--- config.mk ---
export PLATFORM = sky130hd
export DESIGN_NAME = mlsc_top
export DESIGN_NICKNAME = d
export VERILOG_FILES = /design/src/rtl/mlsc_pkg.sv /design/src/rtl/mlsc_top.sv
export SDC_FILE = /design/constraint.sdc
export NUM_CORES = 1
export LEC_CHECK = 0
export BUFFER_PORTS_ARGS = -buffer_cell sky130_fd_sc_hd__buf_2
export CAP_MARGIN = 10
export CORE_MARGIN = 2
export CORE_UTILIZATION = 58
export CTS_BUF_LIST = sky130_fd_sc_hd__clkbuf_8
export DETAILED_ROUTE_END_ITERATION = 8
export PLACE_DENSITY = 0.89
export SLEW_MARGIN = 5
export SYNTH_ARGS = -nofsm -noshare
export SYNTH_HDL_FRONTEND = slang
export SYNTH_SLANG_ARGS = --single-unit
--- constraint.sdc ---
create_clock -name REF_CLK -period 2.46 [get_ports REF_CLK]
set_input_delay 0.123 -clock REF_CLK [delete_from_list [all_inputs] [get_ports REF_CLK]]
set_output_delay 0.123 -clock REF_CLK [all_outputs]
set_load 0.005 [all_outputs]
--- src/rtl/mlsc_pkg.sv ---
// Purpose: constants for the motor limit and sensor control block
// Assumes: one 100 MHz clock, synchronous active-low reset
// Notes: register map reached over a plain address/strobe port
package mlsc_pkg;
  localparam int ADDR_W = 4;
  localparam int DATA_W = 32;
  localparam int ADC_W = 10;
  localparam int POS_W = 24;
  localparam int NFLT = 6;
  // register offsets
  localparam logic [ADDR_W-1:0] OFS_CTRL = 4'h0;
  localparam logic [ADDR_W-1:0] OFS_STAT = 4'h1;
  localparam logic [ADDR_W-1:0] OFS_FAULT = 4'h2;
  localparam logic [ADDR_W-1:0] OFS_ANPOS = 4'h3;
  localparam logic [ADDR_W-1:0] OFS_SNPOS = 4'h4;
  localparam logic [ADDR_W-1:0] OFS_IRQ_STAT = 4'h5;
  localparam logic [ADDR_W-1:0] OFS_IRQ_MASK = 4'h6;
  // control fields
  localparam int CTL_FWD_NC = 0;
  localparam int CTL_REV_NC = 1;
  localparam int CTL_FWD_OFF = 2;
  localparam int CTL_REV_OFF = 3;
  localparam int CTL_SENS_LO = 4;
  localparam int CTL_DRV_EN = 6;
  // fault bit positions
  localparam int FLT_FWD_LIM = 0;
  localparam int FLT_REV_LIM = 1;
  localparam int FLT_FWD_SOFT = 2;
  localparam int FLT_REV_SOFT = 3;
  localparam int FLT_UNDER_V = 4;
  localparam int FLT_OVER_T = 5;
  localparam int FLT_STICKY_LO = 8;
  // interrupt event bits
  localparam int EV_FAULT = 0;
  localparam int EV_CAN_ERR = 1;
  localparam int EV_FRAME = 2;
  localparam int NEV = 3;
  // timing
  localparam int CLK_MHZ = 100;
  localparam int BLANK_US = 10;
  localparam int BLANK_CYC = BLANK_US * CLK_MHZ;
  localparam int FRAME_PERIOD_US = 1000;
  localparam int FRAME_CYC = FRAME_PERIOD_US * CLK_MHZ;
  localparam logic [ADC_W-1:0] ADC_MAX = 10'h3FF;
  localparam logic [ADC_W-1:0] ADC_HIGH = 10'h300;
  localparam logic [ADC_W-1:0] ADC_LOW = 10'h0FF;
  typedef enum logic [1:0] {
    MLSC_SENS_QUAD = 2'h0,
    MLSC_SENS_POT = 2'h1,
    MLSC_SENS_ANENC = 2'h2
  } mlsc_sens_t;
  typedef enum logic [2:0] {
    MLSC_RUN = 3'b001,
    MLSC_BLANK = 3'b010,
    MLSC_FAULT = 3'b100
  } mlsc_drv_t;
endpackage

--- src/rtl/mlsc_top.sv ---
// Purpose: limit switch, fault flag and feedback position logic of a motor controller
// Assumes: inputs synchronous to REF_CLK; CAN core reports frame events as pulses
// Notes: persistent store modelled as a load/save port to an external nonvolatile memory
`timescale 1ns/1ps
`default_nettype none
module mlsc_top
  import mlsc_pkg::*;
#(
  parameter int BLANK_CYCLES = mlsc_pkg::BLANK_CYC
) (
  input wire logic REF_CLK,
  input wire logic RST_N,
  input wire logic [mlsc_pkg::ADDR_W-1:0] ADDR,
  input wire logic [mlsc_pkg::DATA_W-1:0] WDATA,
  input wire logic WR,
  input wire logic RD,
  output logic [mlsc_pkg::DATA_W-1:0] RDATA,
  input wire logic FWD_LIM_PIN,
  input wire logic REV_LIM_PIN,
  input wire logic FWD_SOFT_HIT,
  input wire logic REV_SOFT_HIT,
  input wire logic UNDER_V,
  input wire logic OVER_T,
  input wire logic [mlsc_pkg::ADC_W-1:0] ADC_CODE,
  input wire logic ADC_VALID,
  input wire logic [1:0] NV_POL,
  input wire logic NV_VALID,
  output logic [1:0] NV_POL_WR,
  output logic NV_SAVE,
  input wire logic CAN_MALFORMED,
  input wire logic CAN_FRAME,
  output logic CAN_ERR_TX,
  output logic DRIVE_EN,
  output logic FWD_ALLOWED,
  output logic REV_ALLOWED,
  output logic IRQ
);
  import mlsc_pkg::*;

  // blanking counter is 16 bits wide
  if (BLANK_CYCLES < 1 || BLANK_CYCLES > 65535) begin : g_blank_chk
    $error("BLANK_CYCLES out of range");
  end

  // ****************************************
  // control register
  // ****************************************
  logic [1:0] pol_q;
  logic [1:0] off_q;
  mlsc_sens_t sens_q;
  logic drv_req_q;
  logic wr_ctrl;
  logic pol_change;
  assign wr_ctrl = WR && ADDR == OFS_CTRL;
  assign pol_change = wr_ctrl && WDATA[CTL_REV_NC:CTL_FWD_NC] != pol_q;

  always_ff @(posedge REF_CLK) begin
    if (!RST_N) begin
      off_q <= 2'h0;
      sens_q <= MLSC_SENS_QUAD;
      drv_req_q <= 1'b0;
    end else if (wr_ctrl) begin
      off_q <= WDATA[CTL_REV_OFF:CTL_FWD_OFF];
      sens_q <= mlsc_sens_t'(WDATA[CTL_SENS_LO+1:CTL_SENS_LO]);
      drv_req_q <= WDATA[CTL_DRV_EN];
    end
  end

  // polarity loaded from the persistent store, saved on change
  always_ff @(posedge REF_CLK) begin
    if (!RST_N) begin
      pol_q <= 2'h0;
      NV_POL_WR <= 2'h0;
      NV_SAVE <= 1'b0;
    end else begin
      NV_SAVE <= pol_change;
      if (pol_change) begin
        pol_q <= WDATA[CTL_REV_NC:CTL_FWD_NC];
        NV_POL_WR <= WDATA[CTL_REV_NC:CTL_FWD_NC];
      end else if (NV_VALID) begin
        pol_q <= NV_POL;
      end
    end
  end

  // ****************************************
  // limit logic and drive state
  // ****************************************
  logic [1:0] pin_raw;
  logic [1:0] closed;
  logic [1:0] lim_hit;
  assign pin_raw = {REV_LIM_PIN, FWD_LIM_PIN};
  assign closed = pin_raw ^ pol_q;
  assign lim_hit = closed & ~off_q;

  mlsc_drv_t drv_q;
  logic [15:0] blank_cnt_q;
  always_ff @(posedge REF_CLK) begin
    if (!RST_N) begin
      drv_q <= MLSC_RUN;
      blank_cnt_q <= 16'h0000;
    end else begin
      unique case (drv_q)
        MLSC_RUN: begin
          if (pol_change) begin
            drv_q <= MLSC_BLANK;
            blank_cnt_q <= 16'(BLANK_CYCLES - 1);
          end
        end
        MLSC_BLANK: begin
          if (pol_change) begin
            blank_cnt_q <= 16'(BLANK_CYCLES - 1);
          end else if (blank_cnt_q == 16'h0000) begin
            drv_q <= MLSC_RUN;
          end else begin
            blank_cnt_q <= blank_cnt_q - 16'h0001;
          end
        end
        default: begin
          drv_q <= MLSC_RUN;
        end
      endcase
    end
  end

  always_ff @(posedge REF_CLK) begin
    if (!RST_N) begin
      DRIVE_EN <= 1'b0;
      FWD_ALLOWED <= 1'b0;
      REV_ALLOWED <= 1'b0;
    end else begin
      DRIVE_EN <= drv_req_q && drv_q == MLSC_RUN && !pol_change;
      FWD_ALLOWED <= !lim_hit[0] && !FWD_SOFT_HIT;
      REV_ALLOWED <= !lim_hit[1] && !REV_SOFT_HIT;
    end
  end

  // ****************************************
  // fault flags
  // ****************************************
  logic [NFLT-1:0] flt_now;
  logic [NFLT-1:0] flt_q;
  logic [NFLT-1:0] sticky_q;
  logic wr_fault;
  assign flt_now = {OVER_T, UNDER_V, REV_SOFT_HIT, FWD_SOFT_HIT, lim_hit};
  assign wr_fault = WR && ADDR == OFS_FAULT;

  always_ff @(posedge REF_CLK) begin
    if (!RST_N) begin
      flt_q <= '0;
      sticky_q <= '0;
    end else begin
      flt_q <= flt_now;
      // set wins over a write-one clear
      sticky_q <= (sticky_q & ~(wr_fault ? WDATA[FLT_STICKY_LO+NFLT-1:FLT_STICKY_LO] : '0))
        | flt_now;
    end
  end

  // ****************************************
  // analog and sensor positions
  // ****************************************
  logic [ADC_W-1:0] adc_prev_q;
  logic [POS_W-1:0] an_pos_q;
  logic [POS_W-1:0] sn_pos_q;
  logic [POS_W-1:0] an_next;
  logic wrap_up;
  logic wrap_dn;
  assign wrap_up = adc_prev_q > ADC_HIGH && ADC_CODE < ADC_LOW;
  assign wrap_dn = adc_prev_q < ADC_LOW && ADC_CODE > ADC_HIGH;

  always_comb begin
    an_next = {an_pos_q[POS_W-1:ADC_W], ADC_CODE};
    if (sens_q == MLSC_SENS_ANENC && wrap_up) begin
      an_next = {an_pos_q[POS_W-1:ADC_W] + (POS_W-ADC_W)'(1), ADC_CODE};
    end else if (sens_q == MLSC_SENS_ANENC && wrap_dn) begin
      an_next = {an_pos_q[POS_W-1:ADC_W] - (POS_W-ADC_W)'(1), ADC_CODE};
    end else if (sens_q != MLSC_SENS_ANENC) begin
      an_next = {(POS_W-ADC_W)'(0), ADC_CODE};
    end
  end

  always_ff @(posedge REF_CLK) begin
    if (!RST_N) begin
      adc_prev_q <= '0;
      an_pos_q <= '0;
    end else if (ADC_VALID) begin
      adc_prev_q <= ADC_CODE;
      an_pos_q <= an_next;
    end
  end

  always_ff @(posedge REF_CLK) begin
    if (!RST_N) begin
      sn_pos_q <= '0;
    end else if (WR && ADDR == OFS_SNPOS) begin
      sn_pos_q <= WDATA[POS_W-1:0];
    end else if (sens_q == MLSC_SENS_POT) begin
      sn_pos_q <= {(POS_W-ADC_W)'(0), an_pos_q[ADC_W-1:0]};
    end else if (sens_q == MLSC_SENS_ANENC) begin
      sn_pos_q <= an_pos_q;
    end
  end

  // ****************************************
  // CAN error frame output
  // ****************************************
  always_ff @(posedge REF_CLK) begin
    if (!RST_N) begin
      CAN_ERR_TX <= 1'b0;
    end else begin
      CAN_ERR_TX <= CAN_MALFORMED;
    end
  end

  // ****************************************
  // interrupts
  // ****************************************
  logic [NEV-1:0] ev;
  logic [NEV-1:0] irq_stat_q;
  logic [NEV-1:0] irq_mask_q;
  assign ev[EV_FAULT] = |(flt_now & ~flt_q);
  assign ev[EV_CAN_ERR] = CAN_MALFORMED;
  assign ev[EV_FRAME] = CAN_FRAME;

  always_ff @(posedge REF_CLK) begin
    if (!RST_N) begin
      irq_stat_q <= '0;
      irq_mask_q <= '0;
      IRQ <= 1'b0;
    end else begin
      irq_stat_q <= (irq_stat_q & ~((WR && ADDR == OFS_IRQ_STAT) ? WDATA[NEV-1:0] : '0)) | ev;
      if (WR && ADDR == OFS_IRQ_MASK) begin
        irq_mask_q <= WDATA[NEV-1:0];
      end
      IRQ <= |(irq_stat_q & irq_mask_q);
    end
  end

  // ****************************************
  // read port
  // ****************************************
  always_ff @(posedge REF_CLK) begin
    if (!RST_N) begin
      RDATA <= '0;
    end else if (RD) begin
      unique case (ADDR)
        OFS_CTRL: RDATA <= DATA_W'({drv_req_q, sens_q, off_q, pol_q});
        OFS_STAT: RDATA <= DATA_W'({drv_q == MLSC_RUN, off_q, pin_raw});
        OFS_FAULT: RDATA <= DATA_W'({sticky_q, 2'h0, flt_q});
        OFS_ANPOS: RDATA <= DATA_W'(an_pos_q);
        OFS_SNPOS: RDATA <= DATA_W'(sn_pos_q);
        OFS_IRQ_STAT: RDATA <= DATA_W'(irq_stat_q);
        OFS_IRQ_MASK: RDATA <= DATA_W'(irq_mask_q);
        default: RDATA <= '0;
      endcase
    end else begin
      RDATA <= '0;
    end
  end

  // ****************************************
  // checks
  // ****************************************
  a_pol_blank: assert property (@(posedge REF_CLK) disable iff (!RST_N)
    pol_change |=> !DRIVE_EN [*2]) else $error("drive not off after polarity change");
  a_blank_end: assert property (@(posedge REF_CLK) disable iff (!RST_N)
    drv_q == MLSC_BLANK && blank_cnt_q == 16'h0000 && !pol_change |=> drv_q == MLSC_RUN)
    else $error("blanking did not end");
  a_override_keeps: assert property (@(posedge REF_CLK) disable iff (!RST_N)
    wr_ctrl && !pol_change && WDATA[CTL_DRV_EN] && drv_q == MLSC_RUN
    |=> pol_change or ##1 DRIVE_EN)
    else $error("override dropped drive");
  a_drive_req: assert property (@(posedge REF_CLK) disable iff (!RST_N)
    !drv_req_q |=> !DRIVE_EN) else $error("drive without request");
  a_pol_saved: assert property (@(posedge REF_CLK) disable iff (!RST_N)
    pol_change |=> NV_SAVE && NV_POL_WR == pol_q) else $error("polarity not saved");
  a_pol_hold: assert property (@(posedge REF_CLK) disable iff (!RST_N)
    !pol_change && !NV_VALID |=> $stable(pol_q)) else $error("polarity changed unasked");
  a_pot_pos: assert property (@(posedge REF_CLK) disable iff (!RST_N)
    sens_q == MLSC_SENS_POT && $stable(sens_q) && !(WR && ADDR == OFS_SNPOS)
    |=> sn_pos_q == {(POS_W-ADC_W)'(0), $past(an_pos_q[ADC_W-1:0])})
    else $error("pot position mismatch");
  a_adc_low: assert property (@(posedge REF_CLK) disable iff (!RST_N)
    ADC_VALID |=> an_pos_q[ADC_W-1:0] == $past(ADC_CODE)) else $error("adc bits wrong");
  a_sn_write: assert property (@(posedge REF_CLK) disable iff (!RST_N)
    WR && ADDR == OFS_SNPOS |=> sn_pos_q == $past(WDATA[POS_W-1:0]))
    else $error("sensor write lost");
  a_forced_off: assert property (@(posedge REF_CLK) disable iff (!RST_N)
    off_q[0] && !FWD_SOFT_HIT |=> FWD_ALLOWED && !flt_q[FLT_FWD_LIM])
    else $error("forced-off limit acted");
  a_rev_forced: assert property (@(posedge REF_CLK) disable iff (!RST_N)
    off_q[1] && !REV_SOFT_HIT |=> REV_ALLOWED && !flt_q[FLT_REV_LIM])
    else $error("forced-off reverse limit acted");
  a_fwd_limit: assert property (@(posedge REF_CLK) disable iff (!RST_N)
    lim_hit[0] |=> !FWD_ALLOWED && flt_q[FLT_FWD_LIM] && sticky_q[FLT_FWD_LIM])
    else $error("forward limit not flagged");
  a_rev_limit: assert property (@(posedge REF_CLK) disable iff (!RST_N)
    lim_hit[1] |=> !REV_ALLOWED && flt_q[FLT_REV_LIM] && sticky_q[FLT_REV_LIM])
    else $error("reverse limit not flagged");
  a_soft_fwd: assert property (@(posedge REF_CLK) disable iff (!RST_N)
    FWD_SOFT_HIT |=> !FWD_ALLOWED && flt_q[FLT_FWD_SOFT] && sticky_q[FLT_FWD_SOFT])
    else $error("forward soft limit not flagged");
  a_soft_rev: assert property (@(posedge REF_CLK) disable iff (!RST_N)
    REV_SOFT_HIT |=> !REV_ALLOWED && flt_q[FLT_REV_SOFT] && sticky_q[FLT_REV_SOFT])
    else $error("reverse soft limit not flagged");
  a_sticky_hold: assert property (@(posedge REF_CLK) disable iff (!RST_N)
    sticky_q[FLT_UNDER_V] && !wr_fault |=> sticky_q[FLT_UNDER_V])
    else $error("sticky flag lost");
  a_sticky_clear: assert property (@(posedge REF_CLK) disable iff (!RST_N)
    wr_fault && WDATA[FLT_STICKY_LO+FLT_UNDER_V] && !UNDER_V |=> !sticky_q[FLT_UNDER_V])
    else $error("sticky flag not cleared");
  a_sticky_set: assert property (@(posedge REF_CLK) disable iff (!RST_N)
    UNDER_V |=> sticky_q[FLT_UNDER_V] && flt_q[FLT_UNDER_V]) else $error("fault not flagged");
  a_overtemp: assert property (@(posedge REF_CLK) disable iff (!RST_N)
    OVER_T |=> sticky_q[FLT_OVER_T] && flt_q[FLT_OVER_T]) else $error("heat not flagged");
  a_err_frame: assert property (@(posedge REF_CLK) disable iff (!RST_N)
    CAN_MALFORMED |=> CAN_ERR_TX) else $error("no error frame");
  a_err_pulse: assert property (@(posedge REF_CLK) disable iff (!RST_N)
    !CAN_MALFORMED |=> !CAN_ERR_TX) else $error("error frame without cause");
  a_frame_event: assert property (@(posedge REF_CLK) disable iff (!RST_N)
    CAN_FRAME |=> irq_stat_q[EV_FRAME]) else $error("frame event lost");
  a_irq_on: assert property (@(posedge REF_CLK) disable iff (!RST_N)
    |(irq_stat_q & irq_mask_q) |=> IRQ) else $error("interrupt not raised");
  a_irq_off: assert property (@(posedge REF_CLK) disable iff (!RST_N)
    !(|(irq_stat_q & irq_mask_q)) |=> !IRQ) else $error("interrupt without cause");
  a_stat_pins: assert property (@(posedge REF_CLK) disable iff (!RST_N)
    RD && ADDR == OFS_STAT |=> RDATA[1:0] == $past(pin_raw)) else $error("pin state wrong");
  a_unmapped_rd: assert property (@(posedge REF_CLK) disable iff (!RST_N)
    RD && ADDR > OFS_IRQ_MASK |=> RDATA == '0) else $error("unmapped read not zero");
  a_rdata_idle: assert property (@(posedge REF_CLK) disable iff (!RST_N)
    !RD |=> RDATA == '0) else $error("read data outside read");
  a_wrap_up: assert property (@(posedge REF_CLK) disable iff (!RST_N)
    ADC_VALID && sens_q == MLSC_SENS_ANENC && adc_prev_q == ADC_MAX && ADC_CODE == '0
    |=> an_pos_q == $past(an_pos_q) + POS_W'(1)) else $error("wrap not tracked");
  a_wrap_down: assert property (@(posedge REF_CLK) disable iff (!RST_N)
    ADC_VALID && sens_q == MLSC_SENS_ANENC && adc_prev_q == '0 && ADC_CODE == ADC_MAX
    |=> an_pos_q == $past(an_pos_q) - POS_W'(1)) else $error("underflow not tracked");
endmodule
`default_nettype wire

== Yosys cells after proc, flatten, opt, wreduce, memory -nomap -nowiden ==
Index checks and enable logic that the tools add are counted.

* Flip-flop bits (word level): 142
* Latch bits: 0
* RAM bits: 0
* Memory bits (read-only): 0
* Bits of input ports: 62
* Output and inout port bits: 40
* Word-level logic and storage cells: 107
* Memories: 0

* Add/subtract/negate cells: 3
* $mul: 0
* Divide/modulo/power cells: 0
* Magnitude comparators: 4
* Equality and inequality tests: 16
* Shift operators: 0
* Mux-type cells: 19
* Bitwise gates (word level): 12
* Reduce and logical (&&, ||, !) cells: 31

{| class="wikitable"
|+ Operator list
! kind !! count
|-
| $pmux W24 S7 || 1
|-
| $mux W24 || 6
|-
| $mux W16 || 3
|-
| $pmux W16 S2 || 1
|-
| $gt A10 B10 Y1 const B || 2
|-
| $lt A10 B8 Y1 const B || 2
|-
| $logic_not A16 Y1 || 1
|-
| $sub A16 B1 Y16 const B || 1
|-
| $add A14 B1 Y14 const B || 1
|-
| $logic_and A1 B1 Y1 || 14
|-
| $sub A14 B1 Y14 const B || 1
|-
| $and A6 B6 Y6 || 2
|-
| $eq A4 B3 Y1 const B || 3
|-
| $mux W3 || 4
|-
| $not A6 Y6 || 2
|-
| $eq A4 B2 Y1 const B || 2
|-
| $ne A2 B2 Y1 const B || 4
|-
| $and A3 B3 Y3 || 2
|-
| $mux W6 || 1
|-
| $or A6 B6 Y6 || 1
|-
| $pmux W3 S2 || 1
|-
| $reduce_and A3 Y1 || 2
|-
| $reduce_bool A3 Y1 || 2
|-
| $reduce_or A6 Y1 || 1
|-
| 18 further kinds || 25
|}

== Longest topological paths before layout ==
Gate-level depths: netlist of the first run.

* Depth in word-level cells: 6
* Depth in mapped cells: 9
* Gate-level depth less buffers: 8

== Worst setup path before layout of the first run ==
Ideal clock, no wire load.

* Path kind: reg-to-reg
* Start point: register an_pos_q[11]
* End point: register an_pos_q[18]
* Library setup time: 115 ps
* Arrival: 2,056 ps
* Required time: 2,345 ps
* Path slack: 290 ps
* Cell stages (with the launch flop): 10
* Path buffers: 1
* Period minus slack after synthesis: 2,170 ps
* Cell sequence: dfxtp_1 -> buf_2 -> inv_1 -> ha_1 -> or4b_4 -> or3_4 -> nor4_2 -> a211o_1 -> a21boi_1 -> o21a_1

* Longest elaborated chain between the ends: 3
* Elaborated cells between the ends (all ways): 4
* Classes of those cells: add/sub: 2; mux: 2

{| class="wikitable"
|+ RTL lines
! item !! line !! source
|-
| start: declaration || mlsc_top.sv:164 || <nowiki>logic [POS_W-1:0] an_pos_q;</nowiki>
|-
| start signal: assignment || mlsc_top.sv:189 || <nowiki>an_pos_q <= an_next;</nowiki>
|-
| $sub A14 B1 Y14 || mlsc_top.sv:177 || <nowiki>an_next = {an_pos_q[POS_W-1:ADC_W] - (POS_W-ADC_W)'(1), ADC_CODE};</nowiki>
|-
| $mux W24 || mlsc_top.sv:176 || <nowiki>end else if (sens_q == MLSC_SENS_ANENC && wrap_dn) begin</nowiki>
|-
| $mux W24 (*) || mlsc_top.sv:174 || <nowiki>if (sens_q == MLSC_SENS_ANENC && wrap_up) begin</nowiki>
|}

Every way passes the cells marked *; elsewhere a longest branch is shown, timed or not.
A chain may end at the register's enable or synchronous reset.

== Worst setup path in the final report of the first run ==
Same ends and word-level chain as after synthesis.

==> results.md, run 1 <==
Synth:
- In this run the cell area of the synthesized design comes to 0.00605 mm^2.
- The cell count after synthesis came out at 712.
- The synthesized flop and latch total is 123.
- For this run, the number of Yosys warnings is 0.
- Of the post-synthesis cell area, the dominant cell type holds 40.7%.
- The portion of the post-synthesis area used by sequential elements is 40.7%.
- Of all cell types, the one taking the most synthesized area is sky130_fd_sc_hd__dfxtp_1.
- Among all flip-flop cells after synthesis, the most frequent one is sky130_fd_sc_hd__dfxtp_1.
- The synthesized design contains 0 enable-type register cells.
- The post-synthesis cell type count is 80.
- The synthesized area per cell is 8.50 um^2.
- Of all flip-flops after synthesis, the portion carrying an async set or reset was 0%.
- Ranked by total cell area, the synthesized netlist is headed by sky130_fd_sc_hd__dfxtp_1 41%, sky130_fd_sc_hd__nor2_1 7.3%, sky130_fd_sc_hd__mux2i_1 4.6%.

Pwr:
- The leakage dissipation is 2.82 nW.
- Combinational cells account for 11.0% of the total power.
- The switching portion of total power is 26.9%.
- Across the VDD grid, the largest voltage drop is 500 uV.
- The sequential fraction of design power is 48.9%.
- Cell internal power was estimated by the tool at 0.00316 W.
- The power share of the clock group is 40.1%.
- The total power density per cell area is 597 mW/mm^2.
- For this design the total switching power over the nets is 0.00116 W.

Critical path:
- The endpoint arrival time on the critical path is 2690 ps.
- The maximum fanout along the worst path is 9.
- The endpoint class of the critical path is a flip-flop.
- The classification of the worst setup path is reg2reg.
- The depth of the worst register-to-register path is 8.
- For the worst setup path, the data required time is 2820 ps.
- The startpoint class of the critical path is a flip-flop.

Die:
- The area of the die is 0.0113 mm^2.
- The y dimension of the die is 106 um.
- The starting utilization of the core area is 59.1%.
- The core region is 0.0102 mm^2.
- The floorplan has 37 rows.
- For this design the top-level I/O count stands at 102.
- The floorplan step set the die width to 106 um.

Clocking:
- The CTS root buffer is sky130_fd_sc_hd__clkbuf_8.
- In this run the deepest clock path goes through 2 buffers.
- TritonCTS built the clock tree.
- The number of setup buffers added after CTS is 0.
- The clock latency on the worst-skew pair is 460 ps.
- The clock-pin slew reported for the worst setup and hold paths after clock tree synthesis is 70 ps.
- CTS saw 123 sinks.
- The number of buffers added by the clock tree synthesis step is 17.
- The post-cts gate resize count is 0.
- CTS built an H-tree with a depth of 4.
- After clock tree synthesis, the flow added hold-fix buffers numbering 33.

Drt:
- The final routed wirelength across all metal layers is 17800 um.
- For this block, the via count after detailed routing is 5985.
- The detailed router finished its first iteration with 714 violations.
- In the routed layout, each cell is associated on average with a via count of 6.24.
- The remaining number of nets flagged by the antenna check after routing is 0.
- Dividing the detail-routed wire length by the instance count gives 18.5 um.
- The DRC violations left is 0.
- The first-pass iteration count of the detailed router is 5.

Placement:
- At the end of routability-driven placement, the weighted congestion stood at 0.891.
- The cell area after placement is 0.00650 mm^2.
- Detailed placement finished with a half-perimeter wire length of 11300 um.
- Port buffering added 85 buffers.
- At the placement stage, the worst setup path has a slack of 203 ps.

Timing:
- The minimum setup slack in the final design is 129 ps.
- For the pin with the worst max-slew slack, the measured transition is 855 ps.
- The minimum period implied by the final worst setup slack is 2330 ps.
- The count of endpoints failing setup in the final report is 0.
- The final count of pins violating max slew came to 0.
- The setup TNS is 0 ps.
- On the final layout, the worst clock skew is 8.24 ps.
- The total count of hold-check failures in the final report is 0.
- In the finished design, the share of the clock period the worst path needs comes to 94.7%.
- Timing would allow up to 429 MHz.
- Setup repair after global routing left no endpoint under its margin.
- The worst pin sits at a relative slew slack of 42.5%.

Global routing:
- The number of global-route vias before repair came to 5742.
- The first global-routing pass estimated 28300 um of wire.
- The global-route usage over all layers is 31.5%.
- The initial antenna violation count is 0.
- For this run the aggregate overflow at the end of global routing stands at 0.
- The maximum number of pins on one net before global-route repair is 44.

Layout:
- In the layout the commonest cells are 123 x sky130_fd_sc_hd__dfxtp_1, 118 x sky130_fd_sc_hd__nor2_1, 85 x sky130_fd_sc_hd__buf_2.
- The layout-stage area growth over the synthesis result is 19.4%.
- At the end of the flow, the number of nets in the layout was 875.
- The fraction of final layout cells sized beyond drive strength 1 is 20.4%.
- The total inserted antenna cells is 0.
- The most common cell after layout, fill and taps aside is sky130_fd_sc_hd__dfxtp_1.
- The summed area of non-filler cells in the final layout is 0.00723 mm^2.

Worst hold path:
- The worst hold path passes through 3 cells.
- The path class of the tightest hold or removal check is in2reg.

Outcome:
- The flow ran to the end, and the final reports show no timing, DRC or antenna violations.

Run:
- Max-cap violations in this run came to 0.
path summary, 6_finish.rpt:
| path | from | end | slack [ps] |
|---|---|---|---|
| worst max-delay path | an_pos_q[11] | an_pos_q[18] | 130 |
| worst min register to register | sn_pos_q[8] | sn_pos_q[8] | 500 |
| worst max register to register | an_pos_q[11] | an_pos_q[18] | 130 |
| worst min-delay path | WDATA[20] | sn_pos_q[20] | 0.09 |
Yosys cell counts (4+ instances only):
cell type,number
sky130_fd_sc_hd__nand3b_1,5
sky130_fd_sc_hd__a221oi_1,10
sky130_fd_sc_hd__o22ai_1,7
sky130_fd_sc_hd__buf_1,5
sky130_fd_sc_hd__buf_2,10
sky130_fd_sc_hd__nor4_1,6
sky130_fd_sc_hd__nor3_1,17
sky130_fd_sc_hd__o21ai_0,19
sky130_fd_sc_hd__mux2i_1,28
sky130_fd_sc_hd__nand2b_1,9
sky130_fd_sc_hd__o221ai_1,16
sky130_fd_sc_hd__a211oi_1,8
sky130_fd_sc_hd__o21ai_1,10
sky130_fd_sc_hd__nor2_1,118
sky130_fd_sc_hd__nand2_1,59
sky130_fd_sc_hd__a311oi_1,16
sky130_fd_sc_hd__or4_4,4
sky130_fd_sc_hd__nand4_1,8
sky130_fd_sc_hd__clkbuf_1,38
sky130_fd_sc_hd__a21oi_1,30
sky130_fd_sc_hd__and2_1,6
sky130_fd_sc_hd__nand3_1,17
sky130_fd_sc_hd__inv_1,9
sky130_fd_sc_hd__dfxtp_1,123
sky130_fd_sc_hd__o211ai_1,4
sky130_fd_sc_hd__nor2b_1,9
sky130_fd_sc_hd__a22oi_1,22
sky130_fd_sc_hd__buf_4,8
sky130_fd_sc_hd__a21oi_2,6
sky130_fd_sc_hd__xor2_1,10
worst max-delay path, cell delays in order, from the launching register on:
cell	delay (ps)
sky130_fd_sc_hd__dfxtp_1	400
sky130_fd_sc_hd__inv_1	120
sky130_fd_sc_hd__ha_1	230
sky130_fd_sc_hd__or4b_4	520
sky130_fd_sc_hd__or3_4	350
sky130_fd_sc_hd__nor4_2	200
sky130_fd_sc_hd__a211o_1	150
sky130_fd_sc_hd__a21boi_1	50
sky130_fd_sc_hd__o21a_1	200
power by group through the flow:
| stage | Combinational, W | Clock (W) | Sequential [W] |
|---|---|---|---|
| 2_1_floorplan | 0.000297 | 0 | 0.00213 |
| 3_3_place_gp | 0.000399 | 0 | 0.00215 |
| 3_5_place_dp | 0.000416 | 0 | 0.00215 |
| 4_1_cts | 0.000461 | 0.00173 | 0.00211 |
| 5_1_grt | 0.000512 | 0.00184 | 0.00211 |
| 6_report | 0.000474 | 0.00173 | 0.00211 |
kinds of logic after synthesis:
group	Yosys count	synth area share [%]
AOI/OAI and AO/OA	176	21.5
muxes	30	5.00
adders and majority gates	3	0.620
xor gates and xnor gates	13	1.88
buffers and inverters	75	5.73
and+or+nand+nor	291	24.5
other	1	0.0620
DFF	123	40.7
flip-flops by register name, indices dropped and copies added (netlist names), 3 cells and up:
signal	flops
irq_mask_q	3
sticky_q	6
sn_pos_q	24
irq_stat_q	3
adc_prev_q	10
RDATA	24
an_pos_q	14
flt_q	6
blank_cnt_q	16
final cells by class:
type	instances	area, um^2
timing repair buffer	136	893
multi-input combinational	521	3270
clock inverter	11	95.1
inverter	11	41.3
clock buffer	21	289
sequential	123	2460
fill	736	3010
tap	136	170
metrics by stage:
| stage | utilization, % | total power [W] | hold slack [ps] | instances |
|---|---|---|---|---|
| 2_1_floorplan | - | 0.00243 | 202 | 719 |
| 3_5_place_dp | 63.5 | 0.00256 | 342 | 893 |
| 5_1_grt | 70.6 | 0.00447 | 9.47 | 959 |
| 3_3_place_gp | 63.5 | 0.00255 | 338 | 893 |
| 6_report | 70.6 | 0.00432 | 0.0866 | 959 |
| 4_1_cts | 70.5 | 0.00429 | 0.123 | 958 |
per-layer routing:
| layer | GRT usage, % | vias up | routed length, um |
|---|---|---|---|
| met3 | 8.40 | 51 | 1670 |
| met4 | 11.6 | 0 | 497 |
| met2 | 52.9 | 352 | 8560 |
| li1 | - | 2772 | - |
| met5 | 0 | - | 0 |
| met1 | 38.8 | 2810 | 7050 |
Power figures use the tool's default switching activity.
==> inputs of run 2 (changes only) <==
Clock period 2.46 ns to 2.6 ns, I/O delays scaled along.
==> run 2 against run 1 <==
Compared with the run above: largest power group unchanged; first-iteration DRC count is 13% lower; routed wire length fell by 8.3%; sequential power fell by 6%; critical endpoint unchanged; critical path type unchanged; non-clock buffer count fell by 20; utilization down 1.3 points; clock skew increased by 3.4 ps; total power increased by 0.11%; register-to-register slack improved by 130 ps; count of clock-buffer cells in the layout shrank 4; cell count shrank 2.1%.
==> results.md, run 2 (same netlist as run 1, synthesis figures left out) <==
Drt:
- The met3 layer wire length in the routed design came to 1380 um (was 1670 um).
- The DRC violations left is 0 (unchanged).
- The via-per-instance ratio is 6.28 (was 6.24).
- The remaining number of nets flagged by the antenna check after routing is 0 (unchanged).
- The final routed wirelength across all metal layers is 16300 um (was 17800 um).
- The amount of wire on met2 after detailed routing is 7740 um (was 8560 um).
- The via count was 5895 (was 5985).
- The detail-routed net length per standard cell is 17.4 um (was 18.5 um).
- The met1 routed wirelength after detailed routing was 6760 um (was 7050 um).
- The uppermost layer routed is met4 (unchanged).
- The first-pass iteration count of the detailed router is 7 (was 5).
- The number of DRC markers after the initial detailed-route iteration is 619 (was 714).

Timing:
- The minimum period implied by the final worst setup slack was 2340 ps (was 2330 ps).
- The clock tree skew after final layout is 11.6 ps (was 8.24 ps).
- The worst relative slew slack is 48.4% (was 42.5%).
- The count of endpoints failing setup in the final report is 0 (unchanged).
- The post-route fraction of the period consumed by the critical path is 90.0% (was 94.7%).
- Setup repair after global routing missed its margin: false (unchanged).
- The final count of pins violating max slew is 0 (unchanged).
- The maximum operating frequency is 428 MHz (was 429 MHz).
- The pin slew with the least headroom to its limit came to 768 ps (was 855 ps).
- The minimum setup slack in the final design is 261 ps (was 129 ps).
- The setup TNS is 0 ps (unchanged).
- The total count of hold-check failures in the final report was 0 (unchanged).

Clocking:
- The CTS root buffer is sky130_fd_sc_hd__clkbuf_8 (unchanged).
- The number of buffers added by the clock tree synthesis step is 17 (unchanged).
- The clock sink count came to 123 (unchanged).
- The H-tree level count is 4 (unchanged).
- The CTS tree is done (unchanged).
- The post-cts gate resize count was 0 (unchanged).
- The clock-pin slew reported for the worst setup and hold paths after clock tree synthesis is 70 ps (about the same).
- The worst-case clock buffer depth was 2 (unchanged).
- The clock latency on the worst-skew pair was 430 ps (was 460 ps).

Global routing:
- The global-route usage over all layers is 29.3% (was 31.5%).
- The global-route wire length before repair is 26700 um (was 28300 um).
- The initial antenna violation count came to 0 (unchanged).
- The number of global-route vias before repair was 5529 (was 5742).
- The maximum number of pins on one net before global-route repair was 39 (was 44).
- The aggregate global routing overflow is 0 (unchanged).

Outcome:
- Result of the run: completed (unchanged).

Die:
- The count of boundary I/O pins is 102 (unchanged).
- The placeable core region came to 0.0102 mm^2 (unchanged).
- The number of rows in the core area is 37 (unchanged).
- The starting utilization of the core area is 59.1% (unchanged).
- The die extent in x is 106 um (unchanged).
- The area of the die is 0.0113 mm^2 (unchanged).
- The y dimension of the die is 106 um (unchanged).

Layout:
- The count of non-filler cells in the finished layout is 939 (was 959).
- The total inserted antenna cells was 0 (unchanged).
- Leading registers by flop count: RDATA: 24 flops, sn_pos_q: 24 flops, blank_cnt_q: 16 flops (unchanged).
- Commonest cells after routing, fill and taps aside: 123 x sky130_fd_sc_hd__dfxtp_1, 118 x sky130_fd_sc_hd__nor2_1, 85 x sky130_fd_sc_hd__buf_2 (unchanged).
- The layout-stage area growth over the synthesis result is 17.3% (was 19.4%).
- The fraction of final layout cells sized beyond drive strength 1 is 20.4% (about the same).
- The count of nets after finishing is 855 (was 875).
- The most common cell after layout, fill and taps aside is sky130_fd_sc_hd__dfxtp_1 (unchanged).

Critical path:
- Cell chain of the critical path: inv_1 -> ha_1 -> or4b_4 -> or3_4 -> nor4_2 -> a211o_1 -> a21boi_1 -> o21a_1 (unchanged).
- The master of the slowest instance on the critical path is sky130_fd_sc_hd__or4b_4 (unchanged).
- The startpoint class of the critical path is a flip-flop (unchanged).
- The maximum fanout along the worst path came to 9 (unchanged).
- The endpoint arrival time on the critical path came to 2660 ps (was 2690 ps).
- The classification of the worst setup path is reg2reg (unchanged).
- The stage delay of the slowest cell on the critical path is 510 ps (was 520 ps).
- The data required time of the worst path is 2920 ps (was 2820 ps).
- The endpoint class of the critical path is a flip-flop (unchanged).

Pwr:
- The leakage dissipation is 2.76 nW (was 2.82 nW).
- The maximum resistive drop on vdd is 335 uV (was 500 uV).
- The total power density per cell area is 609 mW/mm^2 (was 597 mW/mm^2).
- The total power was 0.00432 W (about the same).

Placement:
- The count of input and output buffers came to 85 (unchanged).
- The final weighted congestion in routability-driven placement came to 0.900 (was 0.891).
- The placed wire-length estimate after detailed placement is 11300 um (about the same).
- The number of placed instances, taps included is 889 (was 893).
- The worst-case setup slack after placement is 288 ps (was 203 ps).

Worst hold path:
- The class of the tightest hold or removal check is in2reg (unchanged).

Run:
- The count of max-cap constraint violations was 0 (unchanged).
[run 2: stage by stage]
step | hold slack, ps | area (um^2) | util [%]
after floorplan | 209 | 6080 | -
after global placement | 344 | 6470 | 63.3
after detailed placement | 354 | 6470 | 63.3
after CTS | 7.34 | 7100 | 69.4
after global routing | 24.8 | 7100 | 69.4
final | 14.7 | 7100 | 69.4
[run 2: path summary, 6_finish.rpt]
kind | startpoint | endpoint | slack [ps] | cells past startpoint
max | an_pos_q[11] | an_pos_q[18] | 260 | 8
min | ADC_CODE[6] | adc_prev_q[6] | 10 | 3
max reg2reg | an_pos_q[11] | an_pos_q[18] | 260 | 8
min reg2reg | drv_req_q | DRIVE_EN | 480 | 2
[run 2: area by class of cell]
type,instances,area (um^2)
Inverter,11,41.3
Fill cell,777,3130
Sequential cell,123,2460
Clock inverter,15,211
Timing Repair Buffer,116,703
Tap cell,136,170
Clock buffer,17,234
Multi-Input combinational cell,521,3270
[run 2: routing by layer]
layer / vias to the layer above / track usage (%)
met5: - / 0
met4: 0 / 11.2
met3: 49 / 5.64
met2: 339 / 48.7
met1: 2772 / 37.6
li1: 2735 / -
[run 2: worst max-delay path: cells and delay by family (launching register included)]
family                   cells  cell delay [ps]
AND/OR/NAND/NOR              3             1080
flip-flops                   1              400
buffers and inverters        1              120
adder cells (fa/ha/maj)      1              220
AO/OA/AOI/OAI                3              410
[run 2: power breakdown]
part           internal [W]  total (W)  switching (W)  leakage (nW)
logic              0.000180   0.000426       0.000246          1.54
registers           0.00194    0.00199      0.0000510          1.00
clock network       0.00106    0.00190       0.000838         0.221
total               0.00319    0.00432        0.00113          2.76
[run 2: repair_timing]
action / in CTS / in global routing
buffers inserted: 0 / 0
endpoints found under the hold margin: 25 / 0
hold buffers: 18 / 0
==> inputs of run 3 (changes only) <==
Settings changed: BUFFER_PORTS_ARGS -buffer_cell sky130_fd_sc_hd__buf_2 to default, CORE_ASPECT_RATIO from default to 1.1, CORE_UTILIZATION 58 to 66, DONT_BUFFER_PORTS from default to 1.
==> run 3 against run 2 <==
Compared with the run above: clock power fell by 12%; sequential share of layout area rose by 0.64 points; cell count fell by 7.2%; highest routed layer is now met5.
==> results.md, run 3 (same netlist as run 1, synthesis figures left out) <==
Timing:
- The count of endpoints failing setup in the final report is 0 (unchanged).
- The minimum setup slack in the final design was 143 ps (was 261 ps).
- The smallest hold slack was 12.7 ps (was 14.7 ps).
- The worst relative slew slack came to 21.1% (was 48.4%).
- Setup repair after global routing missed its margin: false (unchanged).
- The final count of pins violating max slew came to 0 (unchanged).
- The setup TNS is 0 ps (unchanged).
- The pin slew with the least headroom to its limit is 1180 ps (was 768 ps).
- The maximum operating frequency is 407 MHz (was 428 MHz).
- The clock tree skew after final layout came to 26.8 ps (was 11.6 ps).
- The post-route fraction of the period consumed by the critical path is 94.5% (was 90.0%).
- The minimum period implied by the final worst setup slack came to 2460 ps (was 2340 ps).
- The total count of hold-check failures in the final report is 0 (unchanged).

Clocking:
- The number of buffers added by the clock tree synthesis step came to 17 (unchanged).
- The CTS tree was done (unchanged).
- The count of hold-fix buffers inserted at cts is 58 (was 18).
- The clock sink count is 123 (unchanged).
- The clock latency on the worst-skew pair is 480 ps (was 430 ps).
- The number of setup buffers added after CTS is 0 (unchanged).
- The post-cts gate resize count came to 0 (unchanged).
- The H-tree level count came to 4 (unchanged).
- The CTS root buffer is sky130_fd_sc_hd__clkbuf_8 (unchanged).
- The clock-pin slew reported for the worst setup and hold paths after clock tree synthesis came to 70 ps (about the same).
- The worst-case clock buffer depth is 2 (unchanged).

Pwr:
- The maximum resistive drop on vdd is 550 uV (was 335 uV).
- The total power density per cell area came to 591 mW/mm^2 (was 609 mW/mm^2).
- The leakage dissipation is 2.53 nW (was 2.76 nW).

Placement:
- The final weighted congestion in routability-driven placement is 0.951 (was 0.900).
- The placed wire-length estimate after detailed placement is 10500 um (was 11300 um).
- The worst-case setup slack after placement is 348 ps (was 288 ps).
- The count of input and output buffers is 0 (was 85).

Drt:
- The via count is 6247 (was 5895).
- The final routed wirelength across all metal layers is 20700 um (was 16300 um).
- The first-pass iteration count of the detailed router is 9 (was 7).
- The detail-routed net length per standard cell came to 23.8 um (was 17.4 um).
- The DRC violations left came to 0 (unchanged).
- The number of DRC markers after the initial detailed-route iteration came to 910 (was 619).
- The remaining number of nets flagged by the antenna check after routing is 0 (unchanged).
- The via-per-instance ratio is 7.17 (was 6.28).

Critical path:
- The startpoint class of the critical path is a flip-flop (unchanged).
- The endpoint arrival time on the critical path is 2810 ps (was 2660 ps).
- The endpoint class of the critical path was a flip-flop (unchanged).
- Cell chain of the critical path: inv_1 -> ha_1 -> or4b_4 -> or3_4 -> nor4_2 -> a211o_1 -> a21boi_1 -> o21a_1 (unchanged).
- The stage delay of the slowest cell on the critical path is 500 ps (was 510 ps).
- The maximum fanout along the worst path is 9 (unchanged).
- The master of the slowest instance on the critical path is sky130_fd_sc_hd__or4b_4 (unchanged).
- The classification of the worst setup path is reg2reg (unchanged).
- The data required time of the worst path was 2950 ps (was 2920 ps).

Outcome:
- Result of the run: completed (unchanged).

Layout:
- Commonest cells after routing, fill and taps aside: 123 x sky130_fd_sc_hd__dfxtp_1, 118 x sky130_fd_sc_hd__nor2_1, 59 x sky130_fd_sc_hd__nand2_1 (was 123 x sky130_fd_sc_hd__dfxtp_1, 118 x sky130_fd_sc_hd__nor2_1, 85 x sky130_fd_sc_hd__buf_2).
- The most common cell after layout, fill and taps aside is sky130_fd_sc_hd__dfxtp_1 (unchanged).
- The fraction of final layout cells sized beyond drive strength 1 is 9.92% (was 20.4%).
- The count of nets after finishing is 808 (was 855).
- Leading registers by flop count: RDATA: 24 flops, sn_pos_q: 24 flops, blank_cnt_q: 16 flops (unchanged).
- The layout-stage area growth over the synthesis result came to 15.2% (was 17.3%).

Die:
- The y dimension of the die is 104 um (was 106 um).
- The count of boundary I/O pins came to 102 (unchanged).
- The die extent in x was 95.3 um (was 106 um).
- The starting utilization of the core area is 68.2% (was 59.1%).
- The placeable core region is 0.00887 mm^2 (was 0.0102 mm^2).
- The number of rows in the core area came to 36 (was 37).
- The area of the die is 0.00995 mm^2 (was 0.0113 mm^2).

Global routing:
- The maximum number of pins on one net before global-route repair is 43 (was 39).
- The initial antenna violation count is 3 (was 0).
- The aggregate global routing overflow is 0 (unchanged).
- The global-route usage over all layers was 42.3% (was 29.3%).
- The number of global-route vias before repair is 5965 (was 5529).
- The global-route wire length before repair was 32200 um (was 26700 um).

Run:
- The count of max-cap constraint violations is 0 (unchanged).

Worst hold path:
- The class of the tightest hold or removal check is in2reg (unchanged).
[run 3: report_power, final]
group,internal (W),switching [W],leakage (nW)
logic,0.000191,0.000252,1.32
clock network,0.000833,0.000840,0.203
registers,0.00194,0.0000598,1.00
total,0.00297,0.00115,2.53
[run 3: worst paths after layout]
| check | start | endpoint | slack [ps] | depth (start not counted) |
|---|---|---|---|---|
| max reg2reg | an_pos_q[11] | an_pos_q[18] | 140 | 8 |
| min | RST_N | blank_cnt_q[11] | 10 | 2 |
| max | an_pos_q[11] | an_pos_q[18] | 140 | 8 |
| min reg2reg | drv_req_q | DRIVE_EN | 490 | 2 |
[run 3: critical path, delay by kind of cell (launching register included)]
| family | cells | cell delay (ps) |
|---|---|---|
| flops | 1 | 400 |
| buf+inv | 1 | 130 |
| fa+ha+maj | 1 | 210 |
| compound gates | 3 | 510 |
| simple gates | 3 | 1090 |
[run 3: layer usage]
| layer | routed length, um | track usage (%) | vias to the layer above | share of wire [%] |
|---|---|---|---|---|
| met5 | 16 | 0 | - | 0.077 |
| met4 | 1740 | 27.5 | 4 | 8.4 |
| met3 | 2570 | 16.4 | 186 | 12 |
| met2 | 9520 | 66.0 | 543 | 46 |
| met1 | 6850 | 47.1 | 2881 | 33 |
| li1 | - | - | 2633 | - |
[run 3: metrics by stage]
stage	util [%]	area [um^2]	total power (W)	cells
after floorplan	-	6080	0.00230	719
after global placement	67.8	6020	0.00231	780
after detailed placement	67.8	6020	0.00233	780
after CTS	78.5	6970	0.00398	870
after global routing	78.5	6970	0.00419	870
final	78.5	6970	0.00412	871
[run 3: area by class of cell]
cell class                 instances  area (um^2)
sequential                       123         2460
multi-input combinational        521         3270
clock buffer                      17          234
fill                             517         1910
tap                              114          143
inverter                          11         41.3
antenna                            1         2.50
timing repair buffer              69          676
clock inverter                    15          135
